## config.mk

```make
export PLATFORM = sky130hd
export DESIGN_NAME = ebp_bus_port
export DESIGN_NICKNAME = d
export VERILOG_FILES = /design/src/core/ebp_bus_port.v /design/src/core/ebp_strobe_map.v
export VERILOG_INCLUDE_DIRS = /design/src /design/src/core
export SDC_FILE = /design/constraint.sdc
export NUM_CORES = 1
export LEC_CHECK = 0
export BUFFER_PORTS_ARGS = -buffer_cell sky130_fd_sc_hd__buf_2
export CAP_MARGIN = 20
export CORE_MARGIN = 4
export CORE_UTILIZATION = 30
export CTS_CLUSTER_SIZE = 16
export DETAILED_ROUTE_END_ITERATION = 6
export PLACE_DENSITY_LB_ADDON = 0.08
export SKIP_CTS_REPAIR_TIMING = 1
export SYNTH_ARGS = -nofsm -noshare
export SYNTH_HDL_FRONTEND = slang
export SYNTH_HIERARCHICAL = 1
export SYNTH_SLANG_ARGS = --single-unit
```

## constraint.sdc

```tcl
create_clock -name mclk -period 1.95 [get_ports mclk]
set_input_delay 0.195 -clock mclk [delete_from_list [all_inputs] [get_ports mclk]]
set_output_delay 0.195 -clock mclk [all_outputs]
set_load 0.01 [all_outputs]
```

## src/core/ebp_consts.vh

```
// Constants for the external bus port and strobe map block
`ifndef EBP_CONSTS_VH
`define EBP_CONSTS_VH

`define EBP_LATCH_ALL_ONES   8'hFF
`define EBP_RSEL_SPLIT       2'h0
`define EBP_RSEL_ALL_PROGRAM_STORE_STROBE_N    2'h1
`define EBP_RSEL_FOLD16      2'h2
`define EBP_RSEL_HALF        2'h3
`define EBP_ONCHIP_RAM_TOP   24'h00041F
`define EBP_REGION_00        8'h00
`define EBP_REGION_01        8'h01
`define EBP_PROGRAM_STORE_STROBE_N_REGION_BIT  23
`define EBP_WAIT_W           2
`define EBP_PH_IDLE          3'h0
`define EBP_PH_ADDR          3'h1
`define EBP_PH_DATA          3'h2
`define EBP_PH_WAIT          3'h3
`define EBP_PH_DONE          3'h4

`endif

```

## src/core/ebp_bus_port.v

```verilog
// External bus port: port 0/2 multiplexing and bus cycle sequencing
// How it works
// Each external bus cycle loads all ones into low port latch.
// Bus cycle never alters high port latch contents.
// Nonpage idle: port 0 floats, port 2 shows its latch.
// Nonpage: AD on port 0, high address or latch on port 2.
// Page mode: port 2 muxes high address and data; port 0 low address.
// Page 8-bit access: latch on port 2 when data absent.
// Page idle: both ports high impedance.
// Select 00: 18-bit bus, separate read and program strobes.
// Select 01: program strobe for all reads, read pin is A16.
// Select 10: 16-bit bus, read pin general I/O, all folded.
// Select 11: read strobe below 80:0000H, program strobe above.
// Region 01 uses its own wait count; others share one.
// Region 00 up to 041FH stays on chip; above goes external.
// Regions 00 and 01 at same offset give same port 0/2 pins.
// Drivers off during read data phase.
`timescale 1ns/100ps
`default_nettype none
`include "ebp_consts.vh"

module ebp_bus_port (
  input  wire        mclk,                 // CPU clock
  input  wire        nrst,                 // Sync reset, active low
  input  wire        page_mode,            // Page mode selected
  input  wire [1:0]  strobe_region_select, // Strobe/width configuration
  input  wire [1:0]  wait_region01,        // Wait states for region 01:
  input  wire [1:0]  wait_common,          // Wait states for other regions
  input  wire        req,                  // Access request
  input  wire [23:0] req_addr,             // Internal address
  input  wire        req_write,            // Write access
  input  wire        req_code,             // Code fetch
  input  wire        req_short,            // 8-bit address access
  input  wire [7:0]  req_wdata,            // Write data
  output wire        req_ready,            // Request accepted this cycle
  output reg         done,                 // Access complete pulse
  output reg         done_on_chip,         // Completed access was on chip
  output reg  [7:0]  rdata,                // Read data
  input  wire        low_latch_we,         // Software write to low latch
  input  wire [7:0]  low_latch_wdata,      // Data for low latch
  input  wire        high_latch_we,        // Software write to high latch
  input  wire [7:0]  high_latch_wdata,     // Data for high latch
  output reg  [7:0]  low_port_latch,       // Low port latch contents
  output reg  [7:0]  high_port_latch,      // High port latch contents
  input  wire [7:0]  p0_in,                // Port 0 pin input
  output reg  [7:0]  p0_out,               // Port 0 pin output
  output reg         p0_oe,                // Port 0 output enable
  input  wire [7:0]  p2_in,                // Port 2 pin input
  output reg  [7:0]  p2_out,               // Port 2 pin output
  output reg         p2_oe,                // Port 2 output enable
  output reg         ale,                  // Address latch enable
  output reg         read_strobe_n,        // Data read strobe
  output reg         write_strobe_n,       // Write strobe
  output reg         program_store_strobe_n, // Program store strobe
  output reg         address_bit_sixteen,  // Address bit 16 during bus cycle
  output reg         address_bit_seventeen, // A17
  output reg         port_three_bit_seven_oe, // Block owns read pin
  output reg         port_three_bit_seven  // Read pin level from block
);

  reg  [2:0]  phase;
  reg  [1:0]  wcnt;
  reg  [17:0] cur_addr;
  reg         cur_write;
  reg         cur_short;
  reg         cur_program_store_strobe_n;
  reg         cur_rd;
  reg         cur_a16pin;
  reg         cur_gpio;
  reg  [7:0]  cur_wdata;

  wire        map_on_chip;
  wire [17:0] map_addr;
  wire        map_program_store_strobe_n;
  wire        map_rd;
  wire        map_a16;
  wire        map_gpio;
  wire [1:0]  map_wait;

  ebp_strobe_map u_map (
    .strobe_region_select (strobe_region_select),
    .int_addr             (req_addr),
    .is_code              (req_code),
    .is_write             (req_write),
    .wait_region01        (wait_region01),
    .wait_common          (wait_common),
    .on_chip              (map_on_chip),
    .ext_addr             (map_addr),
    .use_program_store_strobe_n             (map_program_store_strobe_n),
    .use_rd               (map_rd),
    .a16_on_rd_pin        (map_a16),
    .rd_pin_gpio          (map_gpio),
    .wait_count           (map_wait)
  );

  assign req_ready = (phase == `EBP_PH_IDLE);

  ////////////////////////////////////////////////////////////////////////////
  // Sequencer
  always @(posedge mclk) begin
    if (!nrst) begin
      phase      <= `EBP_PH_IDLE;
      wcnt       <= 2'h0;
      cur_addr   <= 18'h00000;
      cur_write  <= 1'b0;
      cur_short  <= 1'b0;
      cur_program_store_strobe_n   <= 1'b0;
      cur_rd     <= 1'b0;
      cur_a16pin <= 1'b0;
      cur_gpio   <= 1'b0;
      cur_wdata  <= 8'h00;
      done       <= 1'b0;
      done_on_chip <= 1'b0;
      rdata      <= 8'h00;
    end else begin
      done         <= 1'b0;
      done_on_chip <= 1'b0;
      case (phase)
        `EBP_PH_IDLE: begin
          if (req) begin
            // on-chip completes at once
            if (map_on_chip) begin
              done         <= 1'b1;
              done_on_chip <= 1'b1;
            end else begin
              phase      <= `EBP_PH_ADDR;
              cur_addr   <= map_addr;
              cur_write  <= req_write;
              cur_short  <= req_short;
              cur_program_store_strobe_n   <= map_program_store_strobe_n;
              cur_rd     <= map_rd;
              cur_a16pin <= map_a16;
              cur_gpio   <= map_gpio;
              cur_wdata  <= req_wdata;
              wcnt       <= map_wait;
            end
          end
        end
        `EBP_PH_ADDR: phase <= `EBP_PH_DATA;
        `EBP_PH_DATA: begin
          if (wcnt != 2'h0) begin
            wcnt  <= wcnt - 2'h1;
          end else begin
            phase <= `EBP_PH_DONE;
          end
        end
        `EBP_PH_DONE: begin
          phase <= `EBP_PH_IDLE;
          done  <= 1'b1;
          // Strobe pins lag the phase by one clock, so read data is valid here with any wait count
          if (!cur_write) begin
            rdata <= page_mode ? p2_in : p0_in;
          end
        end
        default: phase <= `EBP_PH_IDLE;
      endcase
    end
  end

  ////////////////////////////////////////////////////////////////////////////
  // Port latches
  always @(posedge mclk) begin
    if (!nrst) begin
      low_port_latch  <= `EBP_LATCH_ALL_ONES;
      high_port_latch <= `EBP_LATCH_ALL_ONES;
    end else begin
      // bus cycle loads FFH
      if (phase == `EBP_PH_ADDR) begin
        low_port_latch <= `EBP_LATCH_ALL_ONES;
      end else if (low_latch_we) begin
        low_port_latch <= low_latch_wdata;
      end
      // only software writes
      if (high_latch_we) begin
        high_port_latch <= high_latch_wdata;
      end
    end
  end

  ////////////////////////////////////////////////////////////////////////////
  // Pin drivers, registered
  wire busy    = (phase != `EBP_PH_IDLE);
  wire in_addr = (phase == `EBP_PH_ADDR);
  wire in_data = (phase == `EBP_PH_DATA);
  wire in_done = (phase == `EBP_PH_DONE);

  always @(posedge mclk) begin
    if (!nrst) begin
      p0_out <= 8'h00;
      p0_oe  <= 1'b0;
      p2_out <= 8'h00;
      p2_oe  <= 1'b0;
      ale    <= 1'b0;
      read_strobe_n          <= 1'b1;
      write_strobe_n         <= 1'b1;
      program_store_strobe_n <= 1'b1;
      address_bit_sixteen    <= 1'b0;
      address_bit_seventeen  <= 1'b0;
      port_three_bit_seven_oe <= 1'b0;
      port_three_bit_seven   <= 1'b1;
    end else begin
      ale    <= in_addr;
      read_strobe_n  <= !(in_data && cur_rd);
      write_strobe_n <= !(in_data && cur_write);
      program_store_strobe_n <= !(in_data && cur_program_store_strobe_n);
      address_bit_seventeen  <= busy ? cur_addr[17] : 1'b0;
      address_bit_sixteen    <= busy ? cur_addr[16] : 1'b0;
      // read pin as A16
      // read pin released
      port_three_bit_seven_oe <= !cur_gpio;
      port_three_bit_seven <= cur_a16pin ? cur_addr[16] : !(in_data && cur_rd);
      if (!busy) begin
        // nonpage idle
        // page idle
        p0_oe  <= 1'b0;
        p0_out <= 8'h00;
        p2_oe  <= !page_mode;
        p2_out <= page_mode ? 8'h00 : high_port_latch;
      end else if (!page_mode) begin
        // nonpage address/data
        p2_oe  <= 1'b1;
        p2_out <= cur_short ? high_port_latch : cur_addr[15:8];
        if (in_addr) begin
          p0_oe  <= 1'b1;
          p0_out <= cur_addr[7:0];
        end else begin
          // release for read data
          p0_oe  <= cur_write;
          p0_out <= cur_wdata;
        end
      end else begin
        // page mode mux on port 2
        p0_oe  <= 1'b1;
        p0_out <= cur_addr[7:0];
        if (in_addr || in_done) begin
          p2_oe  <= 1'b1;
          // latch when no data
          p2_out <= cur_short ? high_port_latch : cur_addr[15:8];
        end else begin
          // release for read data
          p2_oe  <= cur_write;
          p2_out <= cur_wdata;
        end
      end
    end
  end

endmodule
`default_nettype wire

```

## src/core/ebp_strobe_map.v

```verilog
// Strobe decode and internal-to-external address mapping
`timescale 1ns/100ps
`default_nettype none
`include "ebp_consts.vh"

module ebp_strobe_map (
  input  wire [1:0]  strobe_region_select, // Strobe/width configuration
  input  wire [23:0] int_addr,             // Internal 24-bit address
  input  wire        is_code,              // Access is a code fetch
  input  wire        is_write,             // Access is a write
  input  wire [1:0]  wait_region01,        // Wait count for region 01:
  input  wire [1:0]  wait_common,          // Wait count for other regions
  output reg         on_chip,              // Access stays on chip
  output reg  [17:0] ext_addr,             // External address
  output reg         use_program_store_strobe_n,             // Read goes out on program strobe
  output reg         use_rd,               // Read goes out on read strobe
  output reg         a16_on_rd_pin,        // Read pin carries address bit 16
  output reg         rd_pin_gpio,          // Read pin free for general I/O
  output reg  [1:0]  wait_count            // Wait states for this access
);

  always @* begin
    // on-chip RAM up to 041FH
    on_chip  = (int_addr[23:16] == `EBP_REGION_00) &&
               (int_addr <= `EBP_ONCHIP_RAM_TOP);
    // same low 16 bits
    ext_addr = {int_addr[17:16], int_addr[15:0]};
    use_program_store_strobe_n      = 1'b0;
    use_rd        = 1'b0;
    a16_on_rd_pin = 1'b0;
    rd_pin_gpio   = 1'b0;
    case (strobe_region_select)
      // R8 18-bit, split strobes
      `EBP_RSEL_SPLIT: begin
        use_program_store_strobe_n = !is_write && is_code;
        use_rd   = !is_write && !is_code;
      end
      // program strobe, A16 on rd
      `EBP_RSEL_ALL_PROGRAM_STORE_STROBE_N: begin
        ext_addr[17]  = 1'b0;
        use_program_store_strobe_n      = !is_write;
        a16_on_rd_pin = 1'b1;
      end
      // fold into 64K
      `EBP_RSEL_FOLD16: begin
        ext_addr[17:16] = 2'h0;
        use_program_store_strobe_n        = !is_write;
        rd_pin_gpio     = 1'b1;
      end
      // split at 80:0000
      default: begin
        ext_addr[17:16] = 2'h0;
        use_program_store_strobe_n = !is_write && int_addr[`EBP_PROGRAM_STORE_STROBE_N_REGION_BIT];
        use_rd   = !is_write && !int_addr[`EBP_PROGRAM_STORE_STROBE_N_REGION_BIT];
      end
    endcase
    // independent region 01 waits
    wait_count = (int_addr[23:16] == `EBP_REGION_01) ? wait_region01 : wait_common;
  end

endmodule
`default_nettype wire

```

==> flow_results.xml, run 1 <==
<?xml version="1.0" encoding="UTF-8"?>
<metrics>
  <group name="status">
    <metric name="status" unit="">completed</metric>
  </group>
  <group name="synthesis">
    <metric name="synth.lib_cells_used.distinct" unit="">43</metric>
    <metric name="synth-warning-count" unit="">6</metric>
    <metric name="ys_ff_latch" unit="">89</metric>
    <metric name="synth_cells" unit="">406</metric>
    <metric name="synth.net_count" unit="">489</metric>
    <metric name="synth.avg_cell_area" unit="um^2">9.61</metric>
    <metric name="asyncSetResetFlopFracSynth" unit="%">0</metric>
    <metric name="synth_ff_type" unit="">sky130_fd_sc_hd__dfxtp_1</metric>
    <metric name="netlist_area" unit="um^2">3900</metric>
    <metric name="synth-seq-area-share" unit="%">45.7</metric>
    <metric name="synth_edf_count" unit="">0</metric>
  </group>
  <group name="timing">
    <metric name="achievable-frequency" unit="MHz">619</metric>
    <metric name="share_of_the_cycle_needed_by_the_critical_path_after_routing" unit="%">82.8</metric>
    <metric name="slew_headroom" unit="%">58.9</metric>
    <metric name="timing.final.setup_violations" unit="">0</metric>
    <metric name="rsz0062_at_grt" unit="">no</metric>
    <metric name="finClkSkew" unit="ns">0.00580</metric>
    <metric name="tightest_slew" unit="ns">0.615</metric>
    <metric name="totalNegativeSetupSlack" unit="ns">0</metric>
    <metric name="period_minus_slack" unit="ns">1.62</metric>
    <metric name="maxSlewViolCount" unit="">0</metric>
    <metric name="finalHoldViolCount" unit="">0</metric>
  </group>
  <group name="critical_path">
    <metric name="crit_path_max_fanout" unit="">33</metric>
    <metric name="timing.critical_path.cells" unit="">or3_4 &gt; nor3b_4 &gt; buf_12 &gt; nand2_1 &gt; a21boi_2</metric>
    <metric name="critPathRequiredTime" unit="ns">2.23</metric>
    <metric name="critical-path-slowest-cell" unit="">sky130_fd_sc_hd__or3_4</metric>
    <metric name="crit_arrival" unit="ns">1.89</metric>
    <metric name="worst-setup-path-type" unit="">flop to flop</metric>
    <metric name="cp.buffers_inverters" unit="">1</metric>
    <metric name="timing.critical_path.slowest_cell_delay" unit="ns">0.46</metric>
    <metric name="worst_setup_path_end_kind" unit="">flop</metric>
    <metric name="crit_path_start_kind" unit="">flop</metric>
    <metric name="largest_delay_share_family_worst_path" unit="">simple AND/OR/NAND/NOR gates</metric>
  </group>
  <group name="cells_and_area">
    <metric name="mostFrequentLayoutCell" unit="">sky130_fd_sc_hd__buf_2</metric>
    <metric name="final_cells" unit="">697</metric>
    <metric name="drive_gt1_share" unit="%">38.5</metric>
    <metric name="final.fill_count" unit="">1341</metric>
    <metric name="mostFrequentLayoutCells" unit="">131 x sky130_fd_sc_hd__buf_2, 103 x sky130_fd_sc_hd__nand2_1, 89 x sky130_fd_sc_hd__dfxtp_1</metric>
    <metric name="layout-area-overhead-vs-synth" unit="%">26.6</metric>
    <metric name="finish.net_count" unit="">602</metric>
  </group>
  <group name="drt">
    <metric name="routedWlPerCell" unit="um">14.5</metric>
    <metric name="detailedRoute.firstPassIterationCount" unit="">4</metric>
    <metric name="route.antenna.remaining_nets" unit="">0</metric>
    <metric name="routed_wirelength" unit="mm">10.1</metric>
    <metric name="detailroute.wirelength.met2" unit="mm">4.58</metric>
    <metric name="routed_via_density" unit="">4.43</metric>
    <metric name="met3_wirelength" unit="um">647</metric>
    <metric name="vias" unit="">3087</metric>
    <metric name="drtIter0Drc" unit="">106</metric>
    <metric name="route.detailed.drc" unit="">0</metric>
    <metric name="top_signal_layer_used" unit="">met4</metric>
    <metric name="met1Wirelength" unit="mm">4.78</metric>
  </group>
  <group name="clocking">
    <metric name="tritoncts.num_buffers" unit="">9</metric>
    <metric name="htreeDepth" unit="">3</metric>
    <metric name="cts-root-buf" unit="">sky130_fd_sc_hd__clkbuf_16</metric>
    <metric name="clock_insertion_delay_worst_skew" unit="ns">0.34</metric>
    <metric name="clk_pin_slew_worst_paths" unit="ns">0.06</metric>
    <metric name="clk_path_buf_depth" unit="">2</metric>
    <metric name="clock_sink_count" unit="">89</metric>
    <metric name="tritoncts_clock_tree" unit="">built</metric>
  </group>
  <group name="placed_design">
    <metric name="place.port_buffers" unit="">131</metric>
    <metric name="routabilityCongestion" unit="">0.697</metric>
    <metric name="detailedPlacementHpwl" unit="mm">7.47</metric>
    <metric name="place.detailed.instances" unit="">680</metric>
  </group>
  <group name="floorplan">
    <metric name="pin_count" unit="">132</metric>
    <metric name="initial_core_util" unit="%">30.8</metric>
    <metric name="fp-row-count" unit="">41</metric>
    <metric name="floorplan.core_area" unit="um^2">12700</metric>
    <metric name="dieWidth" unit="um">122</metric>
    <metric name="die-height" unit="um">122</metric>
    <metric name="floorplan.die_area" unit="um^2">14900</metric>
  </group>
  <group name="job">
    <metric name="drv.max_cap_violation_count" unit="">0</metric>
  </group>
  <group name="global_route">
    <metric name="maximum_number_of_pins_on_one_net_before_global_route_repair" unit="">34</metric>
    <metric name="grt_first_pass_wirelength" unit="mm">15.8</metric>
    <metric name="number_of_antenna_violations_at_the_first_check_in_global_routing" unit="">1</metric>
    <metric name="first_global_vias" unit="">3080</metric>
    <metric name="grt_usage" unit="%">13.9</metric>
    <metric name="grt-ovfl-total" unit="">0</metric>
  </group>
  <group name="pwr">
    <metric name="power.density_cell_area" unit="nW/um^2">886</metric>
    <metric name="design_power_total" unit="uW">4380</metric>
    <metric name="largest_vdd_supply_drop" unit="V">0.000338</metric>
    <metric name="power_leakage" unit="uW">0.00230</metric>
  </group>
  <group name="worst_hold_path">
    <metric name="hold_path.class" unit="">input pin to flop</metric>
  </group>
</metrics>
[cells by family after synthesis]
group,share of synthesized area [%]
simple gates,18.0
xor+xnor,0.224
buf+inv,7.31
mux,13.4
compound gates,14.2
flops,45.7
fa+ha+maj,1.28
[final timing paths]
path	from	to	slack [ns]	cells past startpoint
setup reg to reg	phase[0]	cur_addr[12]	0.33	5
hold reg to reg	cur_program_store_strobe_n	program_store_strobe_n	0.42	1
hold / removal	high_latch_wdata[2]	high_port_latch[2]	0.07	3
setup / recovery	phase[0]	cur_addr[12]	0.33	5
[through the flow]
stage	setup WS [ns]	instance area, um^2	hold slack [ns]	utilization [%]
detailed placement	0.179	4630	0.402	36.5
global route	0.181	4940	0.0851	39.0
finish	0.335	4940	0.0700	39.0
global placement	0.227	4630	0.409	36.5
floorplan	0.239	3900	0.321	-
CTS	0.330	4940	0.0544	39.0
[layer usage]
layer	global-route usage (%)	up-vias
li1	-	1566
met1	18.5	1421
met2	21.8	91
met3	3.20	9
met4	5.25	0
met5	0	-
[synthesized netlist by cell type (2+ instances only)]
cell type,number,area share [%]
sky130_fd_sc_hd__nand2_1,103,9.9
sky130_fd_sc_hd__dfxtp_1,89,46
sky130_fd_sc_hd__mux2i_1,41,11
sky130_fd_sc_hd__a21boi_2,29,8.4
sky130_fd_sc_hd__buf_4,17,3.3
sky130_fd_sc_hd__nor2_1,15,1.4
sky130_fd_sc_hd__clkbuf_1,13,1.3
sky130_fd_sc_hd__o21ai_0,11,1.4
sky130_fd_sc_hd__mux2_2,8,2.3
sky130_fd_sc_hd__o211a_1,8,2.1
sky130_fd_sc_hd__inv_1,7,0.67
sky130_fd_sc_hd__nor2b_1,7,1.1
sky130_fd_sc_hd__buf_6,5,1.4
sky130_fd_sc_hd__ha_1,4,1.3
sky130_fd_sc_hd__nor3b_1,4,0.77
sky130_fd_sc_hd__a21boi_0,3,0.58
sky130_fd_sc_hd__a21oi_1,3,0.38
sky130_fd_sc_hd__and2_1,3,0.48
sky130_fd_sc_hd__and3_1,3,0.48
sky130_fd_sc_hd__buf_1,3,0.29
sky130_fd_sc_hd__buf_2,3,0.38
sky130_fd_sc_hd__nor3_1,3,0.38
sky130_fd_sc_hd__mux2_1,2,0.58
sky130_fd_sc_hd__nand3_1,2,0.26
sky130_fd_sc_hd__o21bai_1,2,0.38
[final cells by class]
type | instances | area [um^2] | area share, %
Antenna cell | 1 | 2.50 | 0.0507
Clock buffer | 12 | 256 | 5.19
Clock inverter | 4 | 51.3 | 1.04
Inverter | 7 | 26.3 | 0.532
Multi-Input combinational cell | 269 | 1840 | 37.2
Sequential cell | 89 | 1780 | 36.1
Tap cell | 172 | 215 | 4.36
Timing Repair Buffer | 143 | 771 | 15.6
[where the power goes]
part           switching (uW)  leakage, uW  internal (uW)  total (uW)
sequential               69.2     0.000729           1920        1990
clock                     719     0.000149           1060        1780
combinational             316      0.00143            289         605
[flip-flops by register name, indices dropped and copies added (netlist names), 2 cells and up]
signal,flops
low_port_latch,8
p0_out,8
high_port_latch,8
wcnt,2
cur_addr,18
p2_out,8
cur_wdata,8
phase,3
rdata,8
[tightest hold or removal path, stage by stage]
cell,delay (ns)
sky130_fd_sc_hd__buf_2,0.07
sky130_fd_sc_hd__mux2i_1,0.05
sky130_fd_sc_hd__nand2_1,0.05
Power figures use the tool's default switching activity.
==> run 2, diff against run 1 <==
==> constraint.sdc (replaced) <==
create_clock -name mclk -period 1.6 [get_ports mclk]
set_input_delay 0.16 -clock mclk [delete_from_list [all_inputs] [get_ports mclk]]
set_output_delay 0.16 -clock mclk [all_outputs]
set_load 0.01 [all_outputs]
==> run 2 against run 1 <==
  * Clock skew decreased by 0.0016 ns
  * Largest power group unchanged
  * Final cell count increased by 2.0%
  * Sequential share of layout area fell by 1.2 points
  * Die area unchanged
  * Clock-buffer cell count shrank 1
  * First-iteration DRC count rose by 20%
==> flow_results.xml, run 2 (synthesis gave the netlist of run 1 again) <==
<?xml version="1.0" encoding="UTF-8"?>
<metrics>
  <group name="cells_and_area">
    <metric name="final_util" unit="%">40.4</metric>
    <metric name="antenna-diode-count" unit="">0</metric>
    <metric name="mostFrequentLayoutCells" unit="">130 x sky130_fd_sc_hd__buf_2, 103 x sky130_fd_sc_hd__nand2_1, 89 x sky130_fd_sc_hd__dfxtp_1</metric>
    <metric name="mostFrequentLayoutCell" unit="">sky130_fd_sc_hd__buf_2</metric>
    <metric name="multiInputGateArea" unit="um^2">1850</metric>
    <metric name="layout-area-overhead-vs-synth" unit="%">31.1</metric>
    <metric name="finish.net_count" unit="">617</metric>
    <metric name="final.fill_count" unit="">1321</metric>
    <metric name="largest_register" unit="">cur_addr</metric>
    <metric name="drive_gt1_share" unit="%">41.0</metric>
    <metric name="seqCellArea" unit="um^2">1780</metric>
    <metric name="final_cells" unit="">711</metric>
    <metric name="max_reg_flops" unit="">18</metric>
  </group>
  <group name="status">
    <metric name="status" unit="">completed</metric>
  </group>
  <group name="timing">
    <metric name="rsz0062_at_grt" unit="">yes</metric>
    <metric name="finClkSkew" unit="ns">0.00416</metric>
    <metric name="finalHoldViolCount" unit="">0</metric>
    <metric name="share_of_the_cycle_needed_by_the_critical_path_after_routing" unit="%">96.1</metric>
    <metric name="slew_headroom" unit="%">68.9</metric>
    <metric name="tightest_slew" unit="ns">0.466</metric>
    <metric name="period_minus_slack" unit="ns">1.54</metric>
    <metric name="maxSlewViolCount" unit="">0</metric>
    <metric name="timing.final.setup_violations" unit="">0</metric>
    <metric name="achievable-frequency" unit="MHz">650</metric>
  </group>
  <group name="floorplan">
    <metric name="fp-row-count" unit="">41</metric>
    <metric name="floorplan.die_area" unit="um^2">14900</metric>
    <metric name="initial_core_util" unit="%">30.8</metric>
    <metric name="die-height" unit="um">122</metric>
    <metric name="floorplan.core_area" unit="um^2">12700</metric>
    <metric name="dieWidth" unit="um">122</metric>
    <metric name="pin_count" unit="">132</metric>
  </group>
  <group name="critical_path">
    <metric name="cp.buffers_inverters" unit="">3</metric>
    <metric name="worst_setup_path_end_kind" unit="">primary output</metric>
    <metric name="startpoint" unit="">phase[2]</metric>
    <metric name="worst-setup-path-type" unit="">flop to primary output</metric>
    <metric name="crit_path_max_fanout" unit="">6</metric>
    <metric name="critical-path-slowest-cell" unit="">sky130_fd_sc_hd__or3_4</metric>
    <metric name="timing.critical_path.cells" unit="">or3_4 &gt; buf_4 &gt; inv_2 &gt; buf_6</metric>
    <metric name="reg2reg_from" unit="">phase[2]</metric>
    <metric name="crit_arrival" unit="ns">1.38</metric>
    <metric name="critPathRequiredTime" unit="ns">1.44</metric>
    <metric name="crit_path_start_kind" unit="">flop</metric>
    <metric name="timing.critical_path.slowest_cell_delay" unit="ns">0.40</metric>
    <metric name="regToRegSetupSlack" unit="ns">0.08</metric>
    <metric name="largest_delay_share_family_worst_path" unit="">simple AND/OR/NAND/NOR gates</metric>
  </group>
  <group name="worst_hold_path">
    <metric name="hp-start" unit="">high_latch_wdata[3]</metric>
    <metric name="hold_path.class" unit="">input pin to flop</metric>
  </group>
  <group name="global_route">
    <metric name="maximum_number_of_pins_on_one_net_before_global_route_repair" unit="">33</metric>
    <metric name="first_global_vias" unit="">3044</metric>
    <metric name="grt_usage" unit="%">13.5</metric>
    <metric name="number_of_antenna_violations_at_the_first_check_in_global_routing" unit="">0</metric>
    <metric name="grt_first_pass_wirelength" unit="mm">15.6</metric>
    <metric name="grt-ovfl-total" unit="">0</metric>
  </group>
  <group name="clocking">
    <metric name="tritoncts_clock_tree" unit="">built</metric>
    <metric name="clk_pin_slew_worst_paths" unit="ns">0.06</metric>
    <metric name="clock_sink_count" unit="">89</metric>
    <metric name="htreeDepth" unit="">3</metric>
    <metric name="clk_path_buf_depth" unit="">2</metric>
    <metric name="clock_insertion_delay_worst_skew" unit="ns">0.33</metric>
    <metric name="tritoncts.num_buffers" unit="">9</metric>
    <metric name="cts-root-buf" unit="">sky130_fd_sc_hd__clkbuf_16</metric>
  </group>
  <group name="drt">
    <metric name="detailedRoute.firstPassIterationCount" unit="">4</metric>
    <metric name="drtIter0Drc" unit="">127</metric>
    <metric name="route.detailed.drc" unit="">0</metric>
    <metric name="routed_via_density" unit="">4.28</metric>
    <metric name="vias" unit="">3045</metric>
    <metric name="route.antenna.remaining_nets" unit="">0</metric>
    <metric name="routedWlPerCell" unit="um">14.0</metric>
    <metric name="routed_wirelength" unit="mm">9.93</metric>
  </group>
  <group name="placed_design">
    <metric name="place.port_buffers" unit="">131</metric>
    <metric name="detailedPlacementHpwl" unit="mm">7.49</metric>
    <metric name="place.detailed.instances" unit="">693</metric>
    <metric name="routabilityCongestion" unit="">0.706</metric>
  </group>
  <group name="pwr">
    <metric name="power_leakage" unit="uW">0.00241</metric>
    <metric name="largest_vdd_supply_drop" unit="V">0.000413</metric>
    <metric name="power.density_cell_area" unit="nW/um^2">1080</metric>
  </group>
  <group name="job">
    <metric name="drv.max_cap_violation_count" unit="">0</metric>
  </group>
</metrics>
## run 2: cell types whose count changed in the layout (fill, tap and decap cells not counted), moves of 2 or more
| cell | previous run | this run |
|---|---|---|
| sky130_fd_sc_hd__buf_4 | 10 | 23 |
| sky130_fd_sc_hd__a21boi_0 | 3 | 0 |
| sky130_fd_sc_hd__a21boi_1 | 0 | 3 |
| sky130_fd_sc_hd__buf_12 | 2 | 4 |
## run 2: routing by layer
layer / up-vias / global-route usage (%) / part of all wire, %
met5: - / 0 / 0
met3: 10 / 2.92 / 5.7
met4: 0 / 5.25 / 1.5
met1: 1355 / 17.7 / 47
li1: 1598 / - / -
met2: 82 / 21.7 / 46
## run 2: through the flow
step | setup TNS [ns] | cell area, um^2 | power [uW] | setup slack [ns] | hold WS (ns)
after floorplan | 0 | 3910 | 2960 | 0.000637 | 0.286
final | 0 | 5110 | 5540 | 0.0626 | 0.0413
after detailed placement | -2.06 | 4740 | 3260 | -0.0761 | 0.371
after CTS | -0.343 | 5070 | 5600 | -0.0343 | 0.0322
after global routing | -0.00966 | 5110 | 5820 | -0.00469 | 0.0433
after global placement | -0.126 | 4740 | 3260 | -0.0364 | 0.380
## run 2: power breakdown
part	internal [uW]	switching, uW	leakage, uW
clock network	1450	866	0.000162
registers	2340	69.5	0.000729
logic	407	405	0.00152
## run 2: path summary, 6_finish.rpt
check / cells after the start / endpoint
max reg2reg: 7 / cur_wdata[4]
min: 3 / high_port_latch[3]
max: 4 / req_ready
min reg2reg: 1 / program_store_strobe_n
## run 2: layout make-up
| class | count | area share, % |
|---|---|---|
| repair buffers | 158 | 17.9 |
| multi-input cells | 269 | 36.1 |
| well taps | 172 | 4.21 |
| inverters | 7 | 0.514 |
| flip-flops and latches | 89 | 34.8 |
| clock buffers | 11 | 4.94 |
| clock inverters | 5 | 1.52 |
## run 2: worst reg2reg max path, cell delays in order, from the launching register on
cell and delay [ns]:
sky130_fd_sc_hd__dfxtp_1 0.31, sky130_fd_sc_hd__or3_4 0.40, sky130_fd_sc_hd__buf_4 0.18, sky130_fd_sc_hd__inv_2 0.06
sky130_fd_sc_hd__nand3b_1 0.11, sky130_fd_sc_hd__buf_12 0.19, sky130_fd_sc_hd__nand2_1 0.11, sky130_fd_sc_hd__a21boi_2 0.05
